--- src/shared/ccsr_pkg.sv ---
package ccsr_pkg;

    // ------------------------------------------------------------
    // Host map
    // ------------------------------------------------------------
    localparam logic [4:0] ADDR_CTL  = 5'h00;
    localparam logic [4:0] ADDR_CMD  = 5'h01;
    localparam logic [4:0] ADDR_STAT = 5'h02;
    localparam logic [4:0] ADDR_NONE = 5'h1e;

    localparam logic [7:0] CMD_READ_VAL = 8'hff;
    localparam logic [7:0] NONE_READ_VAL = 8'h00;

    // ------------------------------------------------------------
    // Control byte fields
    // ------------------------------------------------------------
    localparam int CTL_TM   = 7;
    localparam int CTL_SYNC = 6;
    localparam int CTL_OIE  = 4;
    localparam int CTL_EIE  = 3;
    localparam int CTL_TIE  = 2;
    localparam int CTL_RIE  = 1;
    localparam int CTL_HALT = 0;
    localparam logic [7:0] CTL_WMASK = 8'hdf;
    localparam logic [7:0] CTL_RST   = 8'h01;

    // ------------------------------------------------------------
    // Command byte fields
    // ------------------------------------------------------------
    localparam int CMD_DOZE  = 4;
    localparam int CMD_OVCLR = 3;
    localparam int CMD_RXREL = 2;
    localparam int CMD_ABORT = 1;
    localparam int CMD_SEND  = 0;

    // ------------------------------------------------------------
    // Status byte fields
    // ------------------------------------------------------------
    localparam int ST_LINE_OFF = 7;
    localparam int ST_WARN     = 6;
    localparam int ST_SENDING  = 5;
    localparam int ST_RECV     = 4;
    localparam int ST_TX_DONE  = 3;
    localparam int ST_TX_FREE  = 2;
    localparam int ST_OVR      = 1;
    localparam int ST_RX_FULL  = 0;

    // ------------------------------------------------------------
    // Timing, in bit times and bus-free occurrences, and the receive slot count
    // ------------------------------------------------------------
    localparam int SLEEP_CLK_BITS = 15;
    localparam int RECOV_FREE_CNT = 128;
    localparam logic [1:0] RX_SLOTS = 2'd2;

    typedef enum logic [1:0] {
        CCSR_RUN  = 2'b00,
        CCSR_DOZE = 2'b01,
        CCSR_WAKE = 2'b11
    } ccsr_slp_st_t;

endpackage : ccsr_pkg

--- src/shared/ccsr_sleep_if.sv ---
`timescale 1ns/10ps
interface ccsr_sleep_if;
    logic doze;
    logic bus_act;
    logic irq_n;
    logic bit_tick;
    logic bus_free;
    logic asleep;
    logic clk_out_run;
    logic wake;
    logic rx_hold;

    modport ctrl (
        output doze, bus_act, irq_n, bit_tick, bus_free,
        input  asleep, clk_out_run, wake, rx_hold
    );
    modport slp (
        input  doze, bus_act, irq_n, bit_tick, bus_free,
        output asleep, clk_out_run, wake, rx_hold
    );
endinterface : ccsr_sleep_if

--- src/ccsr_regs.sv ---
`timescale 1ns/10ps
module ccsr_regs
    import ccsr_pkg::*;
#(
    parameter int RECOV_COUNT = RECOV_FREE_CNT
)
(
    // Clock and reset
    input  wire logic       clk_sys,
    input  wire logic       rst,
    // Host parallel port
    input  wire logic       host_cs,
    input  wire logic       host_wr,
    input  wire logic       host_rd,
    input  wire logic [4:0] host_addr,
    input  wire logic [7:0] host_wdata,
    output logic      [7:0] host_rdata,
    // Bit-stream engine
    input  wire logic       core_tx_start,
    input  wire logic       core_tx_end,
    input  wire logic       core_tx_ok,
    input  wire logic       core_tx_busy,
    input  wire logic       core_rx_busy,
    input  wire logic       core_rx_store,
    input  wire logic       core_bus_off,
    input  wire logic       core_err_warn,
    input  wire logic       core_bus_free,
    input  wire logic       core_bit_tick,
    // Pins
    input  wire logic       bus_activity_pin,
    input  wire logic       irq_line_n_pin,
    // Control outputs
    output logic            factory_check_mode,
    output logic            sync_mode,
    output logic      [3:0] irq_on,
    output logic            core_halt_request,
    output logic            tx_go,
    output logic            rx_present_slot,
    output logic            rx_enable,
    output logic            irq_flags_clr,
    output logic            err_cnt_clear,
    // Events
    output logic            ev_tx_release,
    output logic            ev_rx_new,
    output logic            ev_overrun,
    output logic            ev_wake,
    // Sleep
    output logic            doze_active,
    output logic            aux_clock_run
);

    typedef struct packed {
        logic [7:0] ctl;
        logic       doze;
        logic       tx_pend;
        logic       tx_act;
        logic       tx_done;
        logic       tx_free;
        logic [1:0] rx_cnt;
        logic       rx_head;
        logic       rx_full;
        logic       ovr;
        logic       line_off;
        logic       warn;
        logic [7:0] free_cnt;
        logic [7:0] rdata;
        logic       ev_tx;
        logic       ev_rx;
        logic       ev_ovr;
        logic       err_clr;
        logic [1:0] s_bus;
        logic [1:0] s_irq;
    } ccsr_q_t;

    // ------------------------------------------------------------
    // Reset image of the state
    // ------------------------------------------------------------
    localparam ccsr_q_t Q_RST = '{
        ctl:      CTL_RST,
        doze:     1'b0,
        tx_pend:  1'b0,
        tx_act:   1'b0,
        tx_done:  1'b1,
        tx_free:  1'b1,
        rx_cnt:   2'd0,
        rx_head:  1'b0,
        rx_full:  1'b0,
        ovr:      1'b0,
        line_off: 1'b0,
        warn:     1'b0,
        free_cnt: 8'h00,
        rdata:    8'h00,
        ev_tx:    1'b0,
        ev_rx:    1'b0,
        ev_ovr:   1'b0,
        err_clr:  1'b0,
        s_bus:    2'b00,
        s_irq:    2'b11
    };

    ccsr_q_t q;
    ccsr_q_t next_q;

    // ------------------------------------------------------------
    // Link to the sleep controller
    // ------------------------------------------------------------
    ccsr_sleep_if sl ();

    logic       halt;
    logic       wr_ctl;
    logic       wr_cmd;
    logic       rd;
    logic       sending;
    logic       receiving;
    logic [7:0] status;

    // ------------------------------------------------------------
    // Decode and status
    // ------------------------------------------------------------
    assign halt   = q.ctl[CTL_HALT];
    assign wr_ctl = host_cs && host_wr && (host_addr == ADDR_CTL);
    assign wr_cmd = host_cs && host_wr && (host_addr == ADDR_CMD);
    assign rd     = host_cs && host_rd;

    assign sending   = core_tx_busy && !halt;
    assign receiving = core_rx_busy && !halt && !sl.rx_hold;

    always_comb begin
        status              = 8'h00;
        status[ST_LINE_OFF] = q.line_off;
        status[ST_WARN]     = q.warn;
        status[ST_SENDING]  = sending;
        status[ST_RECV]     = receiving;
        status[ST_TX_DONE]  = q.tx_done;
        status[ST_TX_FREE]  = q.tx_free;
        status[ST_OVR]      = q.ovr;
        status[ST_RX_FULL]  = q.rx_full;
    end

    // ------------------------------------------------------------
    // Next state
    // ------------------------------------------------------------
    always_comb begin
        next_q         = q;
        next_q.ev_tx   = 1'b0;
        next_q.ev_rx   = 1'b0;
        next_q.ev_ovr  = 1'b0;
        next_q.err_clr = 1'b0;
        next_q.s_bus   = {q.s_bus[0], bus_activity_pin};
        next_q.s_irq   = {q.s_irq[0], irq_line_n_pin};

        // ------------------------------------------------------------
        // Host read data
        // ------------------------------------------------------------
        if (rd) begin
            case (host_addr)
                ADDR_CTL:  next_q.rdata = q.ctl;
                ADDR_CMD:  next_q.rdata = CMD_READ_VAL;
                ADDR_STAT: next_q.rdata = status;
                ADDR_NONE: next_q.rdata = NONE_READ_VAL;
                default:   next_q.rdata = NONE_READ_VAL;
            endcase
        end

        // ------------------------------------------------------------
        // Control byte; reserved bit stays zero
        // ------------------------------------------------------------
        if (wr_ctl) begin
            next_q.ctl = host_wdata & CTL_WMASK;
        end

        // ------------------------------------------------------------
        // Transmit engine handshake
        // ------------------------------------------------------------
        if (core_tx_start && q.tx_pend) begin
            next_q.tx_act  = 1'b1;
            next_q.tx_pend = 1'b0;
        end
        if (core_tx_end && q.tx_act) begin
            next_q.tx_act  = 1'b0;
            next_q.tx_done = core_tx_ok;
            next_q.tx_free = 1'b1;
            next_q.ev_tx   = 1'b1;
        end

        // ------------------------------------------------------------
        // Commands are ignored while halted
        // ------------------------------------------------------------
        if (wr_cmd && !halt) begin
            next_q.doze = host_wdata[CMD_DOZE];
            if (host_wdata[CMD_SEND]) begin
                // A later low bit never cancels
                next_q.tx_pend = 1'b1;
                next_q.tx_done = 1'b0;
                next_q.tx_free = 1'b0;
            end
            if (host_wdata[CMD_ABORT] && next_q.tx_pend
                && !next_q.tx_act) begin
                next_q.tx_pend = 1'b0;
                next_q.tx_free = 1'b1;
                next_q.ev_tx   = 1'b1;
            end
            if (host_wdata[CMD_RXREL] && q.rx_cnt != 2'd0) begin
                next_q.rx_cnt  = q.rx_cnt - 2'd1;
                next_q.rx_head = !q.rx_head;
                next_q.rx_full = (q.rx_cnt == RX_SLOTS);
            end else if (host_wdata[CMD_RXREL]) begin
                next_q.rx_full = 1'b0;
            end
            if (host_wdata[CMD_OVCLR]) begin
                next_q.ovr = 1'b0;
            end
        end

        // ------------------------------------------------------------
        // New message stored; set wins over clear
        // ------------------------------------------------------------
        if (core_rx_store) begin
            if (next_q.rx_cnt == RX_SLOTS) begin
                next_q.ovr    = 1'b1;
                next_q.ev_ovr = 1'b1;
            end else begin
                next_q.rx_cnt  = next_q.rx_cnt + 2'd1;
                next_q.rx_full = 1'b1;
                next_q.ev_rx   = 1'b1;
            end
        end

        // ------------------------------------------------------------
        // Bus-off recovery after the host lifts the halt
        // ------------------------------------------------------------
        if (q.line_off && !halt && core_bus_free) begin
            if (q.free_cnt == 8'(RECOV_COUNT - 1)) begin
                next_q.line_off = 1'b0;
                next_q.warn     = 1'b0;
                next_q.free_cnt = 8'h00;
                next_q.err_clr  = 1'b1;
            end else begin
                next_q.free_cnt = q.free_cnt + 8'h01;
            end
        end
        if (core_bus_off) begin
            next_q.line_off      = 1'b1;
            next_q.ctl[CTL_HALT] = 1'b1;
            next_q.free_cnt      = 8'h00;
        end

        // ------------------------------------------------------------
        // Error warning; a new warning beats recovery
        // ------------------------------------------------------------
        if (core_err_warn) begin
            next_q.warn = 1'b1;
        end

        // ------------------------------------------------------------
        // Halt forcing; line-off and warn untouched
        // ------------------------------------------------------------
        if (next_q.ctl[CTL_HALT]) begin
            next_q.ctl[CTL_TM] = 1'b0;
            next_q.doze        = 1'b0;
            next_q.tx_pend     = 1'b0;
            next_q.tx_act      = 1'b0;
            next_q.tx_done     = 1'b1;
            next_q.tx_free     = 1'b1;
            next_q.ovr         = 1'b0;
            next_q.rx_full     = 1'b0;
            next_q.rx_cnt      = 2'd0;
            next_q.rx_head     = 1'b0;
            next_q.ev_rx       = 1'b0;
            next_q.ev_ovr      = 1'b0;
        end
    end

    // ------------------------------------------------------------
    // Register stage
    // ------------------------------------------------------------
    always_ff @(posedge clk_sys or posedge rst) begin
        if (rst) begin
            q <= Q_RST;
        end else begin
            q <= next_q;
        end
    end

    // ------------------------------------------------------------
    // Sleep controller
    // ------------------------------------------------------------
    assign sl.doze     = q.doze;
    assign sl.bus_act  = q.s_bus[1];
    assign sl.irq_n    = q.s_irq[1];
    assign sl.bit_tick = core_bit_tick;
    assign sl.bus_free = core_bus_free;

    ccsr_sleep_ctl u_sleep (
        .clk_sys (clk_sys),
        .rst     (rst),
        .sl      (sl.slp)
    );

    // ------------------------------------------------------------
    // Outputs
    // ------------------------------------------------------------
    assign host_rdata         = q.rdata;
    assign factory_check_mode = q.ctl[CTL_TM];
    assign sync_mode          = q.ctl[CTL_SYNC];
    assign irq_on             = {q.ctl[CTL_OIE], q.ctl[CTL_EIE],
                                 q.ctl[CTL_TIE], q.ctl[CTL_RIE]};
    assign core_halt_request  = halt;
    assign tx_go              = q.tx_pend;
    assign rx_present_slot    = q.rx_head;
    assign rx_enable          = !halt && !sl.rx_hold;
    assign irq_flags_clr      = halt;
    assign err_cnt_clear      = q.err_clr;
    assign ev_tx_release      = q.ev_tx;
    assign ev_rx_new          = q.ev_rx;
    assign ev_overrun         = q.ev_ovr;
    assign ev_wake            = sl.wake;
    assign doze_active        = sl.asleep;
    assign aux_clock_run      = sl.clk_out_run;

endmodule : ccsr_regs

--- src/ccsr_sleep_ctl.sv ---
`timescale 1ns/10ps
module ccsr_sleep_ctl
    import ccsr_pkg::*;
(
    // Clock and reset
    input wire logic clk_sys,
    input wire logic rst,
    // Link to register logic
    ccsr_sleep_if.slp sl
);

    typedef struct packed {
        ccsr_slp_st_t st;
        logic [4:0]   bits;
        logic         clk_run;
        logic         wake;
        logic         hold;
        logic         by_bus;
    } ccsr_slp_q_t;

    ccsr_slp_q_t q;
    ccsr_slp_q_t next_q;

    logic go_sleep;
    logic wake_cause;

    assign go_sleep   = sl.doze && !sl.bus_act && sl.irq_n;
    assign wake_cause = !sl.doze || sl.bus_act || !sl.irq_n;

    always_comb begin
        next_q      = q;
        next_q.wake = 1'b0;
        case (q.st)
            CCSR_RUN: begin
                next_q.clk_run = 1'b1;
                if (go_sleep) begin
                    next_q.st   = CCSR_DOZE;
                    next_q.bits = 5'd0;
                end
            end
            CCSR_DOZE: begin
                // Clock output lingers for the given bit times
                if (sl.bit_tick && q.clk_run) begin
                    if (q.bits == 5'(SLEEP_CLK_BITS - 1)) begin
                        next_q.clk_run = 1'b0;
                    end else begin
                        next_q.bits = q.bits + 5'd1;
                    end
                end
                if (wake_cause) begin
                    next_q.st     = CCSR_WAKE;
                    next_q.by_bus = sl.bus_act;
                end
            end
            CCSR_WAKE: begin
                next_q.st      = CCSR_RUN;
                next_q.clk_run = 1'b1;
                next_q.wake    = 1'b1;
                next_q.hold    = q.hold || q.by_bus;
            end
            default: begin
                next_q.st = CCSR_RUN;
            end
        endcase
        // Waking frame is skipped until the bus goes free
        if (q.hold && sl.bus_free) begin
            next_q.hold = 1'b0;
        end
    end

    always_ff @(posedge clk_sys or posedge rst) begin
        if (rst) begin
            q <= '{st: CCSR_RUN, bits: 5'd0, clk_run: 1'b1,
                   wake: 1'b0, hold: 1'b0, by_bus: 1'b0};
        end else begin
            q <= next_q;
        end
    end

    assign sl.asleep      = (q.st == CCSR_DOZE);
    assign sl.clk_out_run = q.clk_run;
    assign sl.wake        = q.wake;
    assign sl.rx_hold     = q.hold;

endmodule : ccsr_sleep_ctl

--- config.mk ---
export PLATFORM = sky130hd
export DESIGN_NAME = ccsr_regs
export DESIGN_NICKNAME = d
export VERILOG_FILES = /design/src/shared/ccsr_pkg.sv /design/src/shared/ccsr_sleep_if.sv /design/src/ccsr_regs.sv /design/src/ccsr_sleep_ctl.sv
export SDC_FILE = /design/constraint.sdc
export NUM_CORES = 1
export LEC_CHECK = 0
export ABC_AREA = 1
export ABC_CLOCK_PERIOD_IN_PS = 3100
export BUFFER_PORTS_ARGS = -buffer_cell sky130_fd_sc_hd__buf_4
export CAP_MARGIN = 15
export CORE_ASPECT_RATIO = 1.25
export CORE_UTILIZATION = 55
export CTS_BUF_LIST = sky130_fd_sc_hd__clkbuf_8
export CTS_CLUSTER_DIAMETER = 120
export DETAILED_ROUTE_END_ITERATION = 6
export PLACE_DENSITY = 0.82
export SLEW_MARGIN = 5
export SYNTH_ARGS = -nofsm -noshare
export SYNTH_HDL_FRONTEND = slang
export SYNTH_HIERARCHICAL = 1
export SYNTH_SLANG_ARGS = --single-unit
--- constraint.sdc ---
create_clock -name clk_sys -period 3.1 [get_ports clk_sys]
set_input_delay 0.465 -clock clk_sys [delete_from_list [all_inputs] [get_ports clk_sys]]
set_output_delay 0.465 -clock clk_sys [all_outputs]
set_load 0.01 [all_outputs]
---- After elaboration in Yosys (flattened, before gate mapping) ----
Cells that the tools add are included.
operators by class
  multiplexer cells ....................... 48
  reductions and logical operators ........ 51
  equal/unequal tests ..................... 13
  add/sub/neg operators ................... 4
operator list
  operator               number
  $mux W8                3
  $pmux W8 S3            1
  $mux W1                22
  $mux W2                11
  $reduce_bool A2 Y1     11
  $logic_and A1 B1 Y1    20
  $mux W10               2
  $mux W7                2
  $pmux W5 S2            1
  $reduce_and A2 Y1      5
  $add A8 B1 Y8 const B  1
  $eq A8 B7 Y1 const B   1
  $ne A2 B1 Y1 const B   4
  $logic_not A1 Y1       7
  $eq A2 B2 Y1 const B   3
  $mux W3                2
  $mux W6                1
  $add A5 B1 Y5 const B  1
  $eq A5 B1 Y1 const B   1
  $eq A5 B2 Y1 const B   1
  $eq A5 B4 Y1 const B   1
  $logic_not A5 Y1       1
  $mux W5                1
  $pmux W2 S2            1
  other kinds (10)       12
word-level totals
  bits of input ports ..................... 30
  word-level logic and storage cells ...... 144
  output and inout bits ................... 26
  register bits ........................... 54

---- Depth between registers and ports, before layout ----
  depth after elaboration ................. 12
  mapped depth ............................ 15
  gate-level depth less buffers ........... 15

---- Hierarchy ----
Netlist, hierarchy kept.
by module, submodules not included
  module          area each (um^2)  cells each  sequential area each (um^2)  instances
  ccsr_regs       2,323.5           277         1,082.3                      1
  ccsr_sleep_ctl  651.9             83          276.5                        1

---- Worst setup path after synthesis ----
OpenSTA, ideal clock, no wires.
  path kind ............................... flip-flop to flip-flop
  start point ............................. reg q[29] (netlist name)
  end point ............................... reg q[30] (netlist name)
  clock period less this slack ............ 1,664 ps
  path slack .............................. 1,436 ps
  buffers on the path ..................... 0
  data required time ...................... 3,027 ps
  setup time .............................. 73 ps
  stages on the path, launching flop included .. 14
  arrival ................................. 1,591 ps
  cells stage by stage .................... dfrtp_1 inv_1 ha_1 inv_1 nand2_1 nand2_1 nand2_1 nand3_1 nand2_4 inv_1 ha_1 nand2_1 nand2_2 a21oi_2
RTL lines
  element                 RTL line          text
  start, declared         ccsr_regs.sv:101  ccsr_q_t q;
  start signal, assigned  ccsr_regs.sv:281  q <= next_q;

==> impl_metrics.yaml <==
synthesis:
  synth.distinct_cells: 36
  synth_top_area_share: 0.404
  yosysTopAreaCell: "dfrtp_1"
  yosysSeqAreaShare: 0.457
  synthTopCellsByArea: "dfrtp_1 40%, nand2_1 13%, dfstp_2 5.3%"
  synth_area_sq_um: 2980
  ys_seq_elements: 54
  synth_ff_type: "dfrtp_1"
  synth_edf_count: 0
  syn_avg_cell_area_sq_um: 8.26
  synth.net_count: 399
  yosys_warnings: 6
  async_reset_ff_frac: 1.00
  synth_cells: 360
pwr:
  peakVddDrop_mv: 0.278
  p_int_mw: 1.08
  leakage_nw: 1.84
  power_density_nw_per_um2: 470
  swShare: 0.336
  p_seq_frac: 0.489
  p_switching_uw: 547
  p_clk_frac: 0.255
  combPwrFrac: 0.256
critical_path:
  start_kind: "flip-flop"
  crit_fanout: 5
  critPathRequiredTime_ns: 3.36
  worstSetupPathType: "flip-flop to flip-flop"
  path_buf_inv: 5
  slowest_delay_ns: 0.40
  cp_slowest_cell: "dfrtp_1"
  worst_ep_arrival_time_ns: 2.10
  worstPathCellList: "inv_1 -> ha_1 -> inv_1 -> nand2_1 -> nand2_1 -> nand2_1 -> nand3_1 -> nand2_4 -> inv_1 -> ha_1 -> inv_1 -> nand2_1 -> nand3_1 -> nand2_1 -> inv_1"
  end_kind: "flip-flop"
  cp_top_family: "simple AND/OR/NAND/NOR gates"
place:
  port_buffers: 54
  hpwl_mm: 4.67
  placed_cells: 464
  gp_congestion: 0.856
  pre_cts_ws_ns: 1.19
route:
  avgRoutedWirePerCell_um: 12.8
  drcViolationCount: 0
  finalWirelength_mm: 6.04
  final_antenna_net_count: 0
  first_iter_violations: 164
  dr_total_vias: 2455
  dr.pass1.iters: 4
  via_per_inst: 5.20
layout:
  drive_above_1_share: 0.288
  final_cells: 472
  num_antenna_cells: 0
  nets: 448
  syn2layout_area_growth_pct: 16.2
global_route:
  grt_pass1_vias: 2418
  grt_pass1_wl_mm: 10.2
  grt_max_degree: 23
  antenna_found_initial: 0
  gr-total-overflow: 0
  grt_util_all_layers: 0.235
floorplanning:
  core_region_area_sq_um: 5150
  initial_core_util: 0.577
  io_pins: 56
  fp.dieH_um: 84.2
  row_count: 29
  die_w_um: 67.8
  die_area_sq_um: 5710
cts:
  cts_setup_buffers: 0
  clock-sinks: 54
  root_buffer: "clkbuf_8"
  cts_buffer_depth: 2
  clk_pin_slew_ns: 0.11
  clk_latency_ns: 0.32
  cts_resized: 0
  hold_buffers: 0
  numCtsBuffers: 5
  htreeDepth: 2
  cts_tree: "done"
timing:
  slew_headroom: 0.461
  post-route-min-period_ns: 1.85
  fin_setup_tns_ns: 0
  holdWs_ns: 0.133
  period_share: 0.596
  skew_ns: 0.0103
  hold_viol_final: 0
  clock.fmax_mhz: 542
  fin_ws_ns: 1.25
  tightest_slew_ns: 0.807
  grt_setup_unrepaired: "false"
  slew_violations: 0
  setup_viol: 0
status:
  outcome: "complete, no violations"
hold_path:
  worstHoldPathType: "primary input to asynchronous set/reset pin"
job:
  cap_viol_max_count: 0
## placed cells by master (no fill, tap or decap), types with 7 or more instances in the layout
cell type / netlist / final
nor2_2: 7 / 7
nor2_1: 26 / 26
nand3_1: 25 / 25
inv_1: 37 / 37
o21ai_0: 22 / 22
dfrtp_1: 48 / 48
ha_1: 9 / 9
a21oi_1: 7 / 7
buf_4: 13 / 56
nand2_1: 100 / 100
inv_2: 10 / 10
nand2_2: 9 / 9
## metrics by stage
stage               power [mW]   util  cell area (sq um)
floorplan                 1.09      -               2980
global placement          1.20  0.653               3360
detailed placement        1.22  0.653               3360
CTS                       1.63  0.671               3460
global route              1.72  0.671               3460
finish                    1.63  0.671               3460
## state kept, by name (all words and copies together) (netlist names), 2 cells and up
name	cells
next_q	2
q	19
host_rdata	8
irq_on	4
u_sleep/q	8
## synth_stat cells (2+ instances only)
cell type and number:
ha_1 9, xor2_1 2, nand2_2 9, nand2_4 4, o21bai_1 2, nor3_1 2, nand3_1 25, a21oi_2 3
nand3_2 2, inv_2 10, inv_1 37, a21oi_1 7, a21oi_4 2, nand3_4 2, dfrtp_1 48, buf_4 13
nor2_2 7, o21ai_0 22, nor2_1 26, o21ai_1 6, nor2_4 3, dfstp_2 6, nand2_1 100
## metal layers
layer  global-route usage  up-vias  wire length, um
met4                0.108        0              139
met1                0.291     1148             2520
met5                    0        -                0
met2                0.383       80             3030
li1                     -     1213                -
met3               0.0489       14              352
## final timing paths
kind | startpoint | end | slack, ns | depth (start not counted)
worst min-delay path | rst | u_sleep/sl.wake | 0.13 | 2
max in group asynchronous | rst | q[31] | 2.03 | 3
worst max register to register | q[29] | q[27] | 1.25 | 15
worst max-delay path | q[29] | q[27] | 1.25 | 15
min in group clk_sys | irq_line_n_pin | next_q[1] | 0.24 | 1
worst min register to register | next_q[3] | q[3] | 0.36 | 0
## logic make-up (layout without fill, tap and decap cells)
logic type      after synthesis  count (layout)  synth area share
compound gates               45              45            0.0942
flops                        54              54             0.457
xor+xnor                      3               3           0.00883
mux                           1               1           0.00336
buf+inv                      63             113             0.100
simple gates                185             185             0.299
fa+ha+maj                     9               9            0.0378
## layout make-up
cell class                 instances  area [sq um]
clock buffer                       5          68.8
clock inverter                     3          25.0
fill                             436          1690
inverter                          49           189
multi-input combinational        243          1320
sequential                        54          1360
tap                               62          77.6
timing repair buffer              56           420
## power by group through the flow
stage / Sequential (mW) / Combinational [mW] / Clock, mW
2_1_floorplan: 0.802 / 0.291 / 0
3_3_place_gp: 0.806 / 0.397 / 0
3_5_place_dp: 0.809 / 0.411 / 0
4_1_cts: 0.795 / 0.414 / 0.424
5_1_grt: 0.800 / 0.467 / 0.450
6_report: 0.795 / 0.416 / 0.414
Power figures use the tool's default switching activity.
